### src/slc_pkg.sv
// Shared constants and types for the speed loop compensation drive block
package slc_pkg;
   // -------------------------------------------------------------
   // Configuration register offsets
   // -------------------------------------------------------------
   localparam logic CFG_ZERO_ADDR = 1'h0;
   localparam logic CFG_ONE_ADDR = 1'h1;
   // -------------------------------------------------------------
   // Field positions
   // -------------------------------------------------------------
   localparam int ZC_MSB = 7;
   localparam int ZC_LSB = 5;
   localparam int COAST_BIT = 4;
   localparam int SYNC_BIT = 3;
   localparam int GAIN_MSB = 2;
   localparam int GAIN_LSB = 0;
   localparam int PC_MSB = 7;
   localparam int PC_LSB = 2;
   localparam int FGSEL_MSB = 1;
   localparam int FGSEL_LSB = 0;
   // -------------------------------------------------------------
   // Reset values
   // -------------------------------------------------------------
   localparam logic [2:0] ZC_CODE_DEF = 3'h4;
   localparam logic COAST_DEF = 1'b1;
   localparam logic [2:0] GAIN_CODE_DEF = 3'h0;
   localparam logic [5:0] PC_DEF = 6'h1C;
   localparam logic [1:0] FGSEL_DEF = 2'h1;
   localparam logic [6:0] ZC_BASE = 7'h78;
   // -------------------------------------------------------------
   // Datapath widths and PWM period
   // -------------------------------------------------------------
   localparam int INT_W = 14;
   localparam int INT_OUT_W = 10;
   localparam int FILT_W = 17;
   localparam int DUTY_W = 8;
   localparam logic [INT_W-1:0] INT_MAX = 14'h3FFF;
   localparam logic [DUTY_W-1:0] PWM_LAST = 8'hFE;
   // -------------------------------------------------------------
   // Timing
   // -------------------------------------------------------------
   localparam int CLK_MHZ = 40;
   localparam int DEAD_TIME_NS = 500;
   localparam int DEAD_CYC = (DEAD_TIME_NS * CLK_MHZ + 999) / 1000;
   localparam int DEAD_W = $clog2(DEAD_CYC + 1);

   typedef enum logic [0:0] {SLC_DRIVE, SLC_COAST} slc_coast_t;
endpackage

### src/slc_filt_if.sv
// Connection between the loop top and the pole/zero filter
`timescale 1ns/1ps
interface slc_filt_if;
   logic clr;
   logic sample;
   logic [9:0] x;
   logic [5:0] pole_coefficient;
   logic [6:0] zero_coefficient;
   logic [7:0] duty;
   modport ctrl (output clr, output sample, output x, output pole_coefficient,
      output zero_coefficient, input duty);
   modport filt (input clr, input sample, input x, input pole_coefficient,
      input zero_coefficient, output duty);
endinterface

### src/slc_filter.sv
// First-order pole/zero compensation filter with saturated duty output
`timescale 1ns/1ps
module slc_filter
   import slc_pkg::*;
(
   // Clock and reset
   input wire logic clk_i,
   input wire logic rst_b_i,
   // Filter port
   slc_filt_if.filt f
);
   import slc_pkg::*;

   logic signed [FILT_W-1:0] y_reg, y_next;
   logic [INT_OUT_W-1:0] xp_reg, xp_next;
   logic [DUTY_W-1:0] duty_reg, duty_next;
   logic signed [25:0] a_pole;
   logic signed [25:0] a_in;
   logic signed [25:0] a_zero;
   logic signed [25:0] sum;
   logic signed [18:0] y_raw;

   function automatic logic signed [FILT_W-1:0] sat_state(input logic signed [18:0] v);
      if (v > 19'sd65535)
         return 17'sh0_FFFF;
      else if (v < -19'sd65536)
         return 17'sh1_0000;
      else
         return v[FILT_W-1:0];
   endfunction

   function automatic logic [DUTY_W-1:0] sat_duty(input logic signed [FILT_W-1:0] v);
      logic signed [14:0] q;
      q = v[16:2];
      if (q[14])
         return 8'h00;
      else if (q > 15'sd255)
         return 8'hFF;
      else
         return q[7:0];
   endfunction

   // ------------------------------------------------------------
   // Difference equation
   // ------------------------------------------------------------
   // y[n] = pole/128*y[n-1] + 0.25*(128*x[n] - zero*x[n-1]), all scaled by 128
   always_comb
   begin
      a_pole = 26'(signed'({1'b0, f.pole_coefficient}) * y_reg);
      a_in = signed'(26'(4096 * f.x));
      a_zero = signed'(26'(32 * f.zero_coefficient * xp_reg));
      sum = a_pole + a_in - a_zero;
      y_raw = 19'(sum >>> 7);
      y_next = y_reg;
      xp_next = xp_reg;
      duty_next = duty_reg;
      if (f.clr)
      begin
         y_next = '0;
         xp_next = '0;
         duty_next = '0;
      end
      else if (f.sample)
      begin
         // Internal word kept at 17 bits, clipped rather than wrapped
         y_next = sat_state(y_raw);
         xp_next = f.x;
         // Dropping two bits maps the 17-bit state onto the 8-bit command
         duty_next = sat_duty(sat_state(y_raw));
      end
   end

   always_ff @(posedge clk_i or negedge rst_b_i)
   begin
      if (!rst_b_i)
      begin
         y_reg <= '0;
         xp_reg <= '0;
         duty_reg <= '0;
      end
      else
      begin
         y_reg <= y_next;
         xp_reg <= xp_next;
         duty_reg <= duty_next;
      end
   end

   assign f.duty = duty_reg;
endmodule // slc_filter

### src/slc_top.sv
// Speed loop integrator, compensation filter, PWM and gate drive logic
// Functional notes
// - Register zero bit 4 enables coast, default high
// - Coast on overspeed: highs off, lows keep sequencing
// - Coast ends when speed drops below reference
// - Coast overrides synchronous rectification when overspeed
// - Sync on: modulated phase low inverts high
// - Dead time on every half-bridge transition
// - Sync low turns on only after dead time
// - Sync off: low held off during off time
// - Sync default set by device variant
// - Integrator clock divided per bits 2..0 table
// - Integrator divide defaults to one, code 000
// - 14-bit integrator, upper 10 bits to filter
// - Pole coefficient register one bits 7..2, default 28
// - Zero coefficient is 120 plus bits 7..5
// - Zero code defaults to 100, value 124
// - Filter implements the pole/zero difference equation
// - Words: 10 integrator, 17 filter, 8 PWM
// - Sample period set by external sampling tick
// - Duty n out of 255 oscillator intervals
// - PWM carried on the high-side gate
`timescale 1ns/1ps
module slc_top
   import slc_pkg::*;
#(
   parameter logic SYNC_DEFAULT = 1'b1,
   parameter int PHASES = 3
)
(
   // Clock and reset
   input wire logic clk_i,
   input wire logic rst_b_i,
   // Configuration register load and readback
   input wire logic cfg_we_i,
   input wire logic cfg_addr_i,
   input wire logic [7:0] cfg_wdata_i,
   output logic [7:0] cfg_rdata_o,
   // Timing strobes
   input wire logic osc_tick_i,
   input wire logic sample_tick_i,
   // Loop status
   input wire logic clear_i,
   input wire logic err_up_i,
   input wire logic err_down_i,
   input wire logic over_ref_i,
   input wire logic below_ref_i,
   // Commutation table
   input wire logic [PHASES-1:0] comm_pwm_i,
   input wire logic [PHASES-1:0] comm_low_on_i,
   // Gate drives and observation
   output logic [PHASES-1:0] high_side_gate_drive_o,
   output logic [PHASES-1:0] low_side_gate_drive_o,
   output logic [slc_pkg::DUTY_W-1:0] duty_o,
   output logic [slc_pkg::INT_OUT_W-1:0] integ_word_o,
   output logic coast_o
);
   import slc_pkg::*;

   // ------------------------------------------------------------
   // Configuration registers
   // ------------------------------------------------------------
   localparam logic [7:0] CFG0_RST = {ZC_CODE_DEF, COAST_DEF, SYNC_DEFAULT, GAIN_CODE_DEF};
   localparam logic [7:0] CFG1_RST = {PC_DEF, FGSEL_DEF};

   logic [7:0] cfg0_reg, cfg0_next;
   logic [7:0] cfg1_reg, cfg1_next;
   logic [7:0] rdata_reg, rdata_next;
   logic coast_en;
   logic sync_en;
   logic [2:0] gain_code;

   always_comb
   begin
      cfg0_next = cfg0_reg;
      cfg1_next = cfg1_reg;
      if (cfg_we_i && cfg_addr_i == CFG_ZERO_ADDR)
         cfg0_next = cfg_wdata_i;
      if (cfg_we_i && cfg_addr_i == CFG_ONE_ADDR)
         cfg1_next = cfg_wdata_i;
      rdata_next = (cfg_addr_i == CFG_ONE_ADDR) ? cfg1_reg : cfg0_reg;
   end

   always_ff @(posedge clk_i or negedge rst_b_i)
   begin
      if (!rst_b_i)
      begin
         cfg0_reg <= CFG0_RST;
         cfg1_reg <= CFG1_RST;
         rdata_reg <= '0;
      end
      else
      begin
         cfg0_reg <= cfg0_next;
         cfg1_reg <= cfg1_next;
         rdata_reg <= rdata_next;
      end
   end

   assign cfg_rdata_o = rdata_reg;
   assign coast_en = cfg0_reg[COAST_BIT];
   assign sync_en = cfg0_reg[SYNC_BIT];
   assign gain_code = cfg0_reg[GAIN_MSB:GAIN_LSB];

   // ------------------------------------------------------------
   // Integrator clock divider and 14-bit integrator
   // ------------------------------------------------------------
   // Codes are not monotonic in the divide ratio, hence the table
   function automatic logic [3:0] div_last(input logic [2:0] code);
      unique case (code)
         3'h0: return 4'h0;
         3'h2: return 4'h1;
         3'h1: return 4'h2;
         3'h4: return 4'h3;
         3'h3: return 4'h5;
         3'h6: return 4'h7;
         3'h5: return 4'hB;
         3'h7: return 4'hF;
      endcase
   endfunction

   logic [3:0] div_reg, div_next;
   logic [INT_W-1:0] int_reg, int_next;
   logic int_tick;

   always_comb
   begin
      int_tick = 1'b0;
      div_next = div_reg;
      int_next = int_reg;
      if (clear_i)
      begin
         div_next = '0;
         int_next = '0;
      end
      else
      begin
         if (osc_tick_i)
         begin
            if (div_reg >= div_last(gain_code))
            begin
               div_next = '0;
               int_tick = 1'b1;
            end
            else
               div_next = div_reg + 4'h1;
         end
         // Saturate at both ends so a long error burst cannot wrap the drive
         if (int_tick && err_up_i && !err_down_i && int_reg != INT_MAX)
            int_next = int_reg + 14'h0001;
         else if (int_tick && err_down_i && !err_up_i && int_reg != '0)
            int_next = int_reg - 14'h0001;
      end
   end

   always_ff @(posedge clk_i or negedge rst_b_i)
   begin
      if (!rst_b_i)
      begin
         div_reg <= '0;
         int_reg <= '0;
      end
      else
      begin
         div_reg <= div_next;
         int_reg <= int_next;
      end
   end

   assign integ_word_o = int_reg[INT_W-1:INT_W-INT_OUT_W];

   // ------------------------------------------------------------
   // Compensation filter
   // ------------------------------------------------------------
   slc_filt_if fbus ();

   assign fbus.clr = clear_i;
   // Filter runs only on the sampling strobe, so its pole and zero follow Ts
   assign fbus.sample = sample_tick_i;
   assign fbus.x = int_reg[INT_W-1:INT_W-INT_OUT_W];
   assign fbus.pole_coefficient = cfg1_reg[PC_MSB:PC_LSB];
   assign fbus.zero_coefficient = ZC_BASE + {4'h0, cfg0_reg[ZC_MSB:ZC_LSB]};

   slc_filter u_filter (
      .clk_i(clk_i),
      .rst_b_i(rst_b_i),
      .f(fbus)
   );

   // ------------------------------------------------------------
   // PWM generator
   // ------------------------------------------------------------
   logic [DUTY_W-1:0] pcnt_reg, pcnt_next;
   logic [DUTY_W-1:0] duty_reg, duty_next;
   logic pwm_on;

   always_comb
   begin
      pcnt_next = pcnt_reg;
      duty_next = duty_reg;
      if (osc_tick_i)
      begin
         if (pcnt_reg >= PWM_LAST)
         begin
            pcnt_next = '0;
            // New command only at period start, so no runt pulses
            duty_next = fbus.duty;
         end
         else
            pcnt_next = pcnt_reg + 8'h01;
      end
   end

   always_ff @(posedge clk_i or negedge rst_b_i)
   begin
      if (!rst_b_i)
      begin
         pcnt_reg <= '0;
         duty_reg <= '0;
      end
      else
      begin
         pcnt_reg <= pcnt_next;
         duty_reg <= duty_next;
      end
   end

   assign pwm_on = pcnt_reg < duty_reg;
   assign duty_o = duty_reg;

   // ------------------------------------------------------------
   // Coast control
   // ------------------------------------------------------------
   slc_coast_t coast_reg, coast_next;

   always_comb
   begin
      coast_next = coast_reg;
      unique case (coast_reg)
         SLC_DRIVE:
            if (coast_en && over_ref_i && !clear_i)
               coast_next = SLC_COAST;
         SLC_COAST:
            if (below_ref_i || !coast_en || clear_i)
               coast_next = SLC_DRIVE;
      endcase
   end

   always_ff @(posedge clk_i or negedge rst_b_i)
   begin
      if (!rst_b_i)
         coast_reg <= SLC_DRIVE;
      else
         coast_reg <= coast_next;
   end

   assign coast_o = coast_reg == SLC_COAST;

   // ------------------------------------------------------------
   // Gate drive with dead time
   // ------------------------------------------------------------
   logic [PHASES-1:0] hs_reg, hs_next;
   logic [PHASES-1:0] ls_reg, ls_next;
   logic [PHASES-1:0] hs_want;
   logic [PHASES-1:0] ls_want;
   logic [DEAD_W-1:0] dead_reg [PHASES], dead_next [PHASES];

   always_comb
   begin
      for (int p = 0; p < PHASES; p++)
      begin
         // High side carries the switching; coast blanks it
         hs_want[p] = comm_pwm_i[p] && pwm_on && !coast_o && !clear_i;
         // Coast also suppresses the rectifying low pulse
         ls_want[p] = !clear_i && (comm_low_on_i[p] || (comm_pwm_i[p] && !pwm_on && sync_en
                      && !coast_o));
         hs_next[p] = hs_reg[p];
         ls_next[p] = ls_reg[p];
         dead_next[p] = dead_reg[p];
         if (hs_want[p] == hs_reg[p] && ls_want[p] == ls_reg[p])
            dead_next[p] = dead_reg[p];
         else if (hs_reg[p] || ls_reg[p])
         begin
            // Any change passes through both-off before the other side may rise
            hs_next[p] = hs_reg[p] && hs_want[p];
            ls_next[p] = ls_reg[p] && ls_want[p];
            dead_next[p] = DEAD_W'(DEAD_CYC);
         end
         else if (dead_reg[p] != '0)
            dead_next[p] = dead_reg[p] - 1'b1;
         else
         begin
            hs_next[p] = hs_want[p];
            ls_next[p] = ls_want[p] && !hs_want[p];
         end
      end
   end

   always_ff @(posedge clk_i or negedge rst_b_i)
   begin
      if (!rst_b_i)
      begin
         hs_reg <= '0;
         ls_reg <= '0;
         for (int p = 0; p < PHASES; p++)
            dead_reg[p] <= '0;
      end
      else
      begin
         hs_reg <= hs_next;
         ls_reg <= ls_next;
         for (int p = 0; p < PHASES; p++)
            dead_reg[p] <= dead_next[p];
      end
   end

   assign high_side_gate_drive_o = hs_reg;
   assign low_side_gate_drive_o = ls_reg;
endmodule // slc_top

### config.mk
export PLATFORM = sky130hd
export DESIGN_NAME = slc_top
export DESIGN_NICKNAME = d
export VERILOG_FILES = /design/src/slc_pkg.sv /design/src/slc_filt_if.sv /design/src/slc_filter.sv /design/src/slc_top.sv
export SDC_FILE = /design/constraint.sdc
export NUM_CORES = 1
export LEC_CHECK = 0
export ABC_AREA = 1
export BUFFER_PORTS_ARGS = -buffer_cell sky130_fd_sc_hd__buf_4
export CORE_ASPECT_RATIO = 1.25
export CORE_MARGIN = 5
export CORE_UTILIZATION = 58
export DETAILED_ROUTE_END_ITERATION = 6
export PLACE_DENSITY = 0.73
export SETUP_SLACK_MARGIN = 0.05
export SLEW_MARGIN = 5
export SYNTH_ARGS = -nofsm -noshare
export SYNTH_HDL_FRONTEND = slang
export SYNTH_HIERARCHICAL = 1
export SYNTH_SLANG_ARGS = --single-unit
### constraint.sdc
create_clock -name clk_i -period 15.1 [get_ports clk_i]
set_input_delay 3.775 -clock clk_i [delete_from_list [all_inputs] [get_ports clk_i]]
set_output_delay 3.775 -clock clk_i [all_outputs]
set_load 0.03 [all_outputs]
==> results of run 1 <==
-- final timing paths --
kind | to | slack [ns] | startpoint
worst max-delay path | u_filter/f.duty[0]$_DFFE_PN0P_ | 6.41 | u_filter/xp_reg[3]$_DFFE_PN0P_
worst min-delay path | dead_reg[5]$_DFFE_PN0P_ | 0.48 | dead_reg[5]$_DFFE_PN0P_
worst max register to register | u_filter/f.duty[0]$_DFFE_PN0P_ | 6.41 | u_filter/xp_reg[3]$_DFFE_PN0P_
worst min register to register | dead_reg[5]$_DFFE_PN0P_ | 0.48 | dead_reg[5]$_DFFE_PN0P_
max in group asynchronous | cfg_rdata_o[5]$_DFF_PN0_ | 10.32 | rst_b_i
min in group asynchronous | u_filter/xp_reg[6]$_DFFE_PN0P_ | 3.37 | rst_b_i
-- cells by family after synthesis --
group                      Yosys count
xor gates and xnor gates            45
and+or+nand+nor                    717
other                                1
adders and majority gates          272
AOI/OAI and AO/OA                  192
buffers and inverters              537
DFF                                115
-- cells in the final DEF (no fill, tap or decap), types with 9 or more instances in the layout --
| master | synthesis | layout |
|---|---|---|
| nor3_1 | 13 | 13 |
| a21oi_1 | 63 | 63 |
| nand3_1 | 79 | 79 |
| inv_2 | 9 | 9 |
| nand2_1 | 488 | 488 |
| o21ai_0 | 72 | 72 |
| dfrtp_1 | 108 | 108 |
| o21ai_1 | 12 | 12 |
| xor2_1 | 27 | 27 |
| buf_4 | 11 | 61 |
| nand2_2 | 29 | 29 |
| inv_1 | 471 | 471 |
| clkbuf_16 | 0 | 17 |
| fa_1 | 143 | 143 |
| nand4_1 | 12 | 12 |
| nor2_1 | 63 | 62 |
| ha_1 | 129 | 129 |
| xnor2_1 | 18 | 18 |
-- routing by layer --
layer / wire length, microns / GRT usage
met1: 13600 / 0.318
met2: 17300 / 0.471
met3: 1800 / 0.0459
met4: 1160 / 0.0872
met5: 13 / 0
-- stage by stage --
stage / cell area [sq um] / setup slack [ns] / hold WS (ns) / utilization
3_3_place_gp: 14600 / 6.64 / 0.455 / 0.615
4_1_cts: 15200 / 6.45 / 0.481 / 0.640
5_1_grt: 15200 / 5.84 / 0.501 / 0.640
2_1_floorplan: 14000 / 7.30 / 0.442 / -
6_report: 15200 / 6.41 / 0.478 / 0.640
3_5_place_dp: 14600 / 6.50 / 0.463 / 0.615
-- worst max-delay path: cells and delay by family (launching register included) --
kind / cells / cell delay [ns]
simple gates: 19 / 2.07
flops: 1 / 0.47
xor+xnor: 1 / 0.31
buf+inv: 6 / 0.31
compound gates: 4 / 0.73
fa+ha+maj: 10 / 4.67
-- layout make-up --
class                   instances  area, sq um
flip-flops and latches        115         2890
inverters                     482         1810
multi-input cells            1230         9070
clock inverters                15          176
well taps                     325          407
fillers                      2154         8570
clock buffers                  17          425
repair buffers                 61          458
==> results.json, run 1 <==
{
  "postCtsSetupRepairBufs": 0,
  "slew-limit-headroom": 0.220,
  "synth_xor_area_frac": 0.0281,
  "tns_ns": 0,
  "hold_violations": 0,
  "drt-initial-drc-count": 732,
  "synth_top_family_by_area": "adder cells",
  "antenna_found_initial": 1,
  "ys_ff_latch": 115,
  "nets": 2204,
  "rows": 63,
  "vias": 11700,
  "holdPathStages": 2,
  "synthAdderAreaFrac": 0.319,
  "grt_pass1_vias": 12200,
  "synthArstFlopShare": 1.00,
  "grt_pass1_wl_microns": 58200,
  "drt-total-wl_microns": 33900,
  "synth_seq_area_share": 0.206,
  "status": "finished, final reports clean",
  "syn2layout_area_growth_pct": 8.64,
  "clock-sinks": 115,
  "drc": 0,
  "ys_warn_count": 6,
  "h-tree-depth": 4,
  "clockBufferDepth": 2,
  "arrival_ns": 9.00,
  "syn_area_per_cell_sq_um": 7.46,
  "slew_violations": 0,
  "cts_tree": "done",
  "gp_congestion": 0.980,
  "cts_buffers": 17,
  "holdBufCountCts": 0,
  "largest_reg_flops": 17,
  "ant_nets": 0,
  "grt-ovfl-total": 0,
  "dieArea_sq_um": 27400,
  "synth.cell_area_sq_um": 14000,
  "io_buffers": 57,
  "yosysMostFrequentCell": "nand2_1",
  "wl_per_cell_microns": 15.1,
  "die_w_microns": 149,
  "finClkSkew_ns": 0.0219,
  "path_class": "flip-flop to flip-flop",
  "synth_cell_types": 53,
  "synth-compound-area-share": 0.0777,
  "instances_no_fill": 2245,
  "worstPathRequired_ns": 15.41,
  "die-height_microns": 184,
  "start_util": 0.589,
  "rsz0062_at_grt": "false",
  "coreArea_sq_um": 23800,
  "muxShareOfSynthArea": 0,
  "cts_resized": 0,
  "critPathMaxFanout": 20,
  "cp_slowest_cell": "fa_1",
  "crit_path_end_kind": "flip-flop",
  "fin_crit_ns": 8.69,
  "diodes": 0,
  "critPathMostFrequentCell": "nand2_1",
  "drive_above_1_share": 0.0885,
  "yosys.area.top_type": "fa_1",
  "maxCapViolations": 0,
  "hpwl_microns": 27400,
  "grt_max_degree": 70,
  "path_clk_slew_ns": 0.07,
  "cts-root-buf": "clkbuf_16",
  "yosys-top-cells-count": "nand2_1, inv_1, fa_1, ha_1, dfrtp_1",
  "grt.total_usage": 0.262,
  "post-route-period-util": 0.575,
  "insertion_delay_ns": 0.43,
  "setup_viol": 0,
  "critPathLaunchType": "flip-flop",
  "r2r_cells": 40,
  "worstMarginPinSlew_ns": 1.17,
  "synth_edf_count": 0,
  "netlist_instances": 1879,
  "dpl.cell_count": 2213,
  "ios": 58,
  "synth-simple-area-share": 0.220,
  "drtPass1Iterations": 5,
  "synth_top_cell_area_share": 0.204,
  "ys.flop_type": "dfrtp_1",
  "max_clock_freq_mhz": 115,
  "max_stage_delay_ns": 0.55,
  "hp-class": "flip-flop to flip-flop",
  "vias_per_cell": 5.22,
  "synth.top_cells.by_area": "fa_1, dfrtp_1, nand2_1"
}
Power of run 1 is not shown: default switching activity piles up to over one toggle a cycle in this logic, so the estimate is an artifact.
==> run 2, diff against run 1 <==
- ABC_AREA: 1 -> 0
- clock period: 15.1 -> 8.1 ns (I/O delays scaled with it)
==> run 2 against run 1 <==
Against the previous run: the run now ends with setup timing left; maximum frequency increased by 4.4%; die area decreased by 0.86%; cell area grew 7.3%; global-route usage down 0.15 points; non-clock buffer count rose by 96; core utilization rose by 5.1 points; first-iteration DRC count decreased by 9.4%; area after synthesis down 0.91%; setup slack got worse by 6.6 ns; synthesized cell count is 20% lower; highest routed layer is now met4.
==> results.json, run 2 <==
{
  "status": "finished, violations left",
  "violations": "setup timing",
  "diodes": 0,
  "vias": 11200,
  "grt-ovfl-total": 0,
  "dieArea_sq_um": 27200,
  "die-height_microns": 183,
  "maxCapViolations": 0,
  "ys.flop_type": "dfrtp_1",
  "yosysMostFrequentCell": "inv_1",
  "yosys.area.top_type": "fa_1",
  "max_clock_freq_mhz": 120,
  "drive_above_1_share": 0.208,
  "start_util": 0.588,
  "hp-class": "flip-flop to flip-flop",
  "worstPathRequired_ns": 8.39,
  "antenna_found_initial": 0,
  "gp_congestion": 0.896,
  "critPathMaxFanout": 8,
  "clockBufferDepth": 2,
  "slew-limit-headroom": 0.358,
  "path_clk_slew_ns": 0.06,
  "netlist_instances": 1500,
  "max_stage_delay_ns": 0.53,
  "io_buffers": 57,
  "cts_tree": "done",
  "hold_violations": 0,
  "yosys-top-cells-count": "inv_1, and2_1, fa_1, ha_1, dfrtp_1",
  "rsz0062_at_grt": "true",
  "drc": 0,
  "setup_viol": 24,
  "arrival_ns": 8.61,
  "post-place-ws_ns": -0.286,
  "insertion_delay_ns": 0.43,
  "grt_pass1_wl_microns": 57500,
  "syn2layout_area_growth_pct": 17.7,
  "largest_reg_flops": 17,
  "worstMarginPinSlew_ns": 0.960,
  "synth_seq_area_share": 0.208,
  "grt_pass1_vias": 11800,
  "cts-root-buf": "clkbuf_16",
  "synth_cell_types": 102,
  "layout_common_cells": "inv_1, buf_4, fa_1, and2_1, ha_1",
  "post-route-period-util": 1.03,
  "setup_ws_ns": -0.222,
  "coreArea_sq_um": 23600,
  "critPathLaunchType": "flip-flop",
  "ant_nets": 0,
  "crit_path_end_kind": "flip-flop",
  "finClkSkew_ns": 0.00626,
  "grt_max_degree": 67,
  "syn_area_per_cell_sq_um": 9.26,
  "hpwl_microns": 26100,
  "ios": 58,
  "critPathMostFrequentCell": "fa_1",
  "vias_per_cell": 5.78,
  "ys_warn_count": 6,
  "wl_per_cell_microns": 17.5,
  "slew_violations": 0,
  "drt-total-wl_microns": 34000,
  "synth_edf_count": 0,
  "cp_slowest_cell": "fa_1",
  "synth.top_cells.by_area": "fa_1, dfrtp_1, ha_1",
  "cts_buffers": 17,
  "synth_top_cell_area_share": 0.206,
  "rows": 63,
  "synth.cell_area_sq_um": 13900,
  "synthArstFlopShare": 1.00,
  "die_w_microns": 148,
  "clock-sinks": 115,
  "final_common_cell": "inv_1",
  "drtPass1Iterations": 5,
  "drt-initial-drc-count": 663,
  "nets": 1937,
  "h-tree-depth": 4,
  "holdBufCountCts": 0,
  "grt.total_usage": 0.261,
  "ys_ff_latch": 115,
  "fin_crit_ns": 8.32,
  "path_class": "flip-flop to flip-flop"
}
==> run 2: logic make-up (layout without fill, tap and decap cells) <==
logic type / Yosys count / count (layout) / synth area share
other: 1 / 13 / 0.000270
DFF: 115 / 115 / 0.208
buffers and inverters: 282 / 422 / 0.0803
and+or+nand+nor: 500 / 501 / 0.196
adders and majority gates: 272 / 272 / 0.322
muxes: 46 / 46 / 0.0357
xor gates and xnor gates: 42 / 42 / 0.0265
AOI/OAI and AO/OA: 242 / 242 / 0.132
==> run 2: what timing repair did <==
action / in CTS / in global routing
setup buffers: 16 / 6
pin swaps: 73 / 31
gates cloned: 2 / 0
endpoints found under the setup margin: 24 / 25
resized for setup: 60 / 17
==> run 2: worst max-delay path: cells and delay by family, from the launching register on <==
family | cells | cell delay (ns)
adders and majority gates | 10 | 4.17
AOI/OAI and AO/OA | 10 | 2.07
and+or+nand+nor | 4 | 0.68
buffers and inverters | 8 | 0.63
DFF | 1 | 0.38
muxes | 1 | 0.23
==> run 2: final timing paths <==
kind | from | endpoint | slack, ns | depth (start not counted)
min | cfg1_reg[1]$_DFFE_PN0P_ | cfg_rdata_o[1]$_DFF_PN0_ | 0.50 | 2
min reg2reg | cfg1_reg[1]$_DFFE_PN0P_ | cfg_rdata_o[1]$_DFF_PN0_ | 0.50 | 2
max in group asynchronous | rst_b_i | div_reg[2]$_DFFE_PN0P_ | 5.14 | 2
max | u_filter/xp_reg[3]$_DFFE_PN0P_ | u_filter/f.duty[6]$_DFFE_PN0P_ | -0.22 | 33
max reg2reg | u_filter/xp_reg[3]$_DFFE_PN0P_ | u_filter/f.duty[6]$_DFFE_PN0P_ | -0.22 | 33
min in group asynchronous | rst_b_i | u_filter/xp_reg[1]$_DFFE_PN0P_ | 1.73 | 1
==> run 2: cell type report <==
cell class / instances / area (sq um)
clock buffer: 17 / 425
tap: 292 / 365
multi-input combinational: 1116 / 10400
fill: 1874 / 7300
sequential: 115 / 2890
inverter: 233 / 877
clock inverter: 15 / 206
timing repair buffer: 157 / 1190
==> run 2: stage by stage <==
stage / cell area, sq um / hold slack (ns) / utilization / TNS (ns) / std cells
after floorplan: 14100 / 0.448 / - / 0 / 1512
after global placement: 15200 / 0.473 / 0.642 / -2.72 / 1889
after detailed placement: 15200 / 0.494 / 0.642 / -5.94 / 1889
after CTS: 16200 / 0.505 / 0.686 / -0.590 / 1939
after global routing: 16400 / 0.542 / 0.691 / -10.48 / 1945
final: 16400 / 0.503 / 0.691 / -3.88 / 1945
==> run 2: routing by layer <==
metal | vias to the layer above | part of all wire | track usage
met2 | 268 | 0.53 | 0.469
met4 | 0 | 0.028 | 0.0939
li1 | 5305 | - | -
met3 | 62 | 0.041 | 0.0408
met1 | 5606 | 0.40 | 0.316
met5 | - | 0 | 0
Power of run 2 is left out for the same reason.
==> run 3, diff against run 2 <==
- CORE_ASPECT_RATIO: 1.25 -> not set
- GPL_TIMING_DRIVEN: not set -> 0
==> run 3 against run 2 <==
Against the previous run: flip-flop and latch count unchanged; worst hold slack got worse by 0.0042 ns; core utilization is 0.42 points lower; critical path depth is 2 higher; sequential share of layout area increased by 0.24 points; setup slack got worse by 0.090 ns; the run still ends with setup timing left; wire length grew 1.4%; cell area down 1.0%; non-clock buffer count shrank 20; die area about the same; first-iteration DRC count up 31%.
==> results.json, run 3 (synthesis results as in run 2) <==
{
  "start_util": 0.590,
  "slew_violations": 0,
  "path_clk_slew_ns": 0.07,
  "drive_above_1_share": 0.184,
  "vias_per_cell": 5.73,
  "syn2layout_area_growth_pct": 16.4,
  "diodes": 0,
  "tns_ns": -6.70,
  "design_area_sq_um": 16200,
  "violations": "setup timing",
  "critPathTopFamily": "adder cells",
  "die_w_microns": 165,
  "multi_input_area_sq_um": 10400,
  "dieArea_sq_um": 27200,
  "slew-limit-headroom": 0.406,
  "final_common_cell": "inv_1",
  "grt-ovfl-total": 0,
  "hp-class": "flip-flop to flip-flop",
  "whs_ns": 0.499,
  "drt-total-wl_microns": 34500,
  "rows": 56,
  "vias": 11200,
  "crit_cells": 35,
  "setup_ws_ns": -0.312,
  "critPathLaunchType": "flip-flop",
  "antenna_found_initial": 0,
  "path_class": "flip-flop to flip-flop",
  "cp_num_buf_inv": 10,
  "clockBufferDepth": 2,
  "hp-start": "div_reg[3]$_DFFE_PN0P_",
  "rsz0062_at_grt": "true",
  "hpwl_microns": 25900,
  "die-height_microns": 165,
  "grt_pass1_vias": 11600,
  "ant_nets": 0,
  "ios": 58,
  "max_stage_delay_ns": 0.54,
  "crit_path_end_kind": "flip-flop",
  "critPathMaxFanout": 6,
  "layout_common_cells": "inv_1, and2_1, fa_1, ha_1, nand2_1",
  "grt_max_degree": 62,
  "insertion_delay_ns": 0.43,
  "dpl.cell_count": 1887,
  "fillers": 1832,
  "post-route-period-util": 1.04,
  "arrival_ns": 8.75,
  "r2r_cells": 35,
  "worstPathRequired_ns": 8.44,
  "r2r_end": "u_filter/y_reg[1]$_DFFE_PN0P_",
  "max_clock_freq_mhz": 119,
  "placed_area_sq_um": 14900,
  "register_area_sq_um": 2900,
  "cts_buffers": 17,
  "setup_viol": 24,
  "r2r-start": "cfg0_reg[7]$_DFFE_PN1P_",
  "coreArea_sq_um": 23500,
  "hold_violations": 0,
  "cp_slowest_cell": "fa_2",
  "fin_crit_ns": 8.41,
  "instances_no_fill": 1951,
  "drc": 0,
  "worstMarginPinSlew_ns": 0.889,
  "maxCapViolations": 0,
  "h-tree-depth": 4,
  "gp_congestion": 0.902,
  "ff2ff_setup_slack_ns": -0.31,
  "grt.total_usage": 0.268,
  "drtPass1Iterations": 7,
  "hold_end": "div_reg[3]$_DFFE_PN0P_",
  "drt-initial-drc-count": 870,
  "cts-root-buf": "clkbuf_16",
  "nets": 1916,
  "holdPathStages": 1,
  "finClkSkew_ns": 0.0111,
  "cts_tree": "done",
  "clock-sinks": 115,
  "largest_reg_flops": 17,
  "status": "finished, violations left",
  "grt_pass1_wl_microns": 58000,
  "io_buffers": 55,
  "wl_per_cell_microns": 17.7
}
==> run 3: changes by cell type in the layout (fill, tap and decap cells not counted), moves of 3 or more <==
cell	previous run	this run
buf_2	0	3
buf_4	153	94
buf_6	4	9
clkbuf_1	0	29
clkinv_4	5	0
dfrtp_1	108	101
dfrtp_2	0	7
ha_1	112	115
ha_4	14	10
inv_6	2	6
inv_8	0	5
nand2_1	100	103
nand2_2	4	1
==> run 3: per-stage QoR <==
step           setup slack, ns   util
4_1_cts                 -0.265  0.678
3_5_place_dp            -0.892  0.634
5_1_grt                 -0.570  0.687
6_report                -0.312  0.687
2_1_floorplan           0.0534      -
3_3_place_gp            -0.774  0.632
==> run 3: final cells by class <==
type                            count  share of cell area
Multi-Input combinational cell   1115               0.644
Sequential cell                   115               0.179
Inverter                          233              0.0542
Timing Repair Buffer               91              0.0454
Clock buffer                       17              0.0263
Tap cell                          319              0.0247
Buffer                             46              0.0151
Clock inverter                     15              0.0114
==> run 3: worst reg2reg max path, delay by kind of cell, from the launching register on <==
family / cells / cell delay [ns]
fa+ha+maj: 10 / 4.19
mux: 1 / 0.24
simple gates: 6 / 0.99
compound gates: 8 / 1.61
flops: 1 / 0.42
buf+inv: 10 / 0.90
==> run 3: worst max path at each step <==
stage               slack, ns                             end                           start
floorplan                0.05  u_filter/y_reg[12]$_DFFE_PN0P_  u_filter/xp_reg[3]$_DFFE_PN0P_
global placement        -0.77   u_filter/y_reg[4]$_DFFE_PN0P_         cfg0_reg[6]$_DFFE_PN0P_
detailed placement      -0.89  u_filter/y_reg[13]$_DFFE_PN0P_         cfg0_reg[6]$_DFFE_PN0P_
CTS                     -0.27  u_filter/y_reg[13]$_DFFE_PN0P_         cfg0_reg[7]$_DFFE_PN1P_
global route            -0.57  u_filter/f.duty[6]$_DFFE_PN0P_         cfg0_reg[7]$_DFFE_PN1P_
finish                  -0.31   u_filter/y_reg[1]$_DFFE_PN0P_         cfg0_reg[7]$_DFFE_PN1P_
==> run 3: what timing repair did <==
action / 4_1_cts / 5_1_grt
gates cloned: 1 / 0
setup endpoints to repair: 25 / 25
buffers inserted: 30 / 4
hold buffers: 0 / 0
gates resized for setup: 46 / 46
pin swaps: 44 / 37
hold endpoints to repair: 0 / 0
==> run 3: per-layer routing <==
layer | up-vias | track usage | routed length, microns
li1 | 5245 | - | -
met5 | - | 0 | 0
met3 | 53 | 0.0469 | 1810
met4 | 0 | 0.0794 | 826
met2 | 348 | 0.439 | 16600
met1 | 5526 | 0.368 | 15200
Power of run 3 is left out for the same reason.
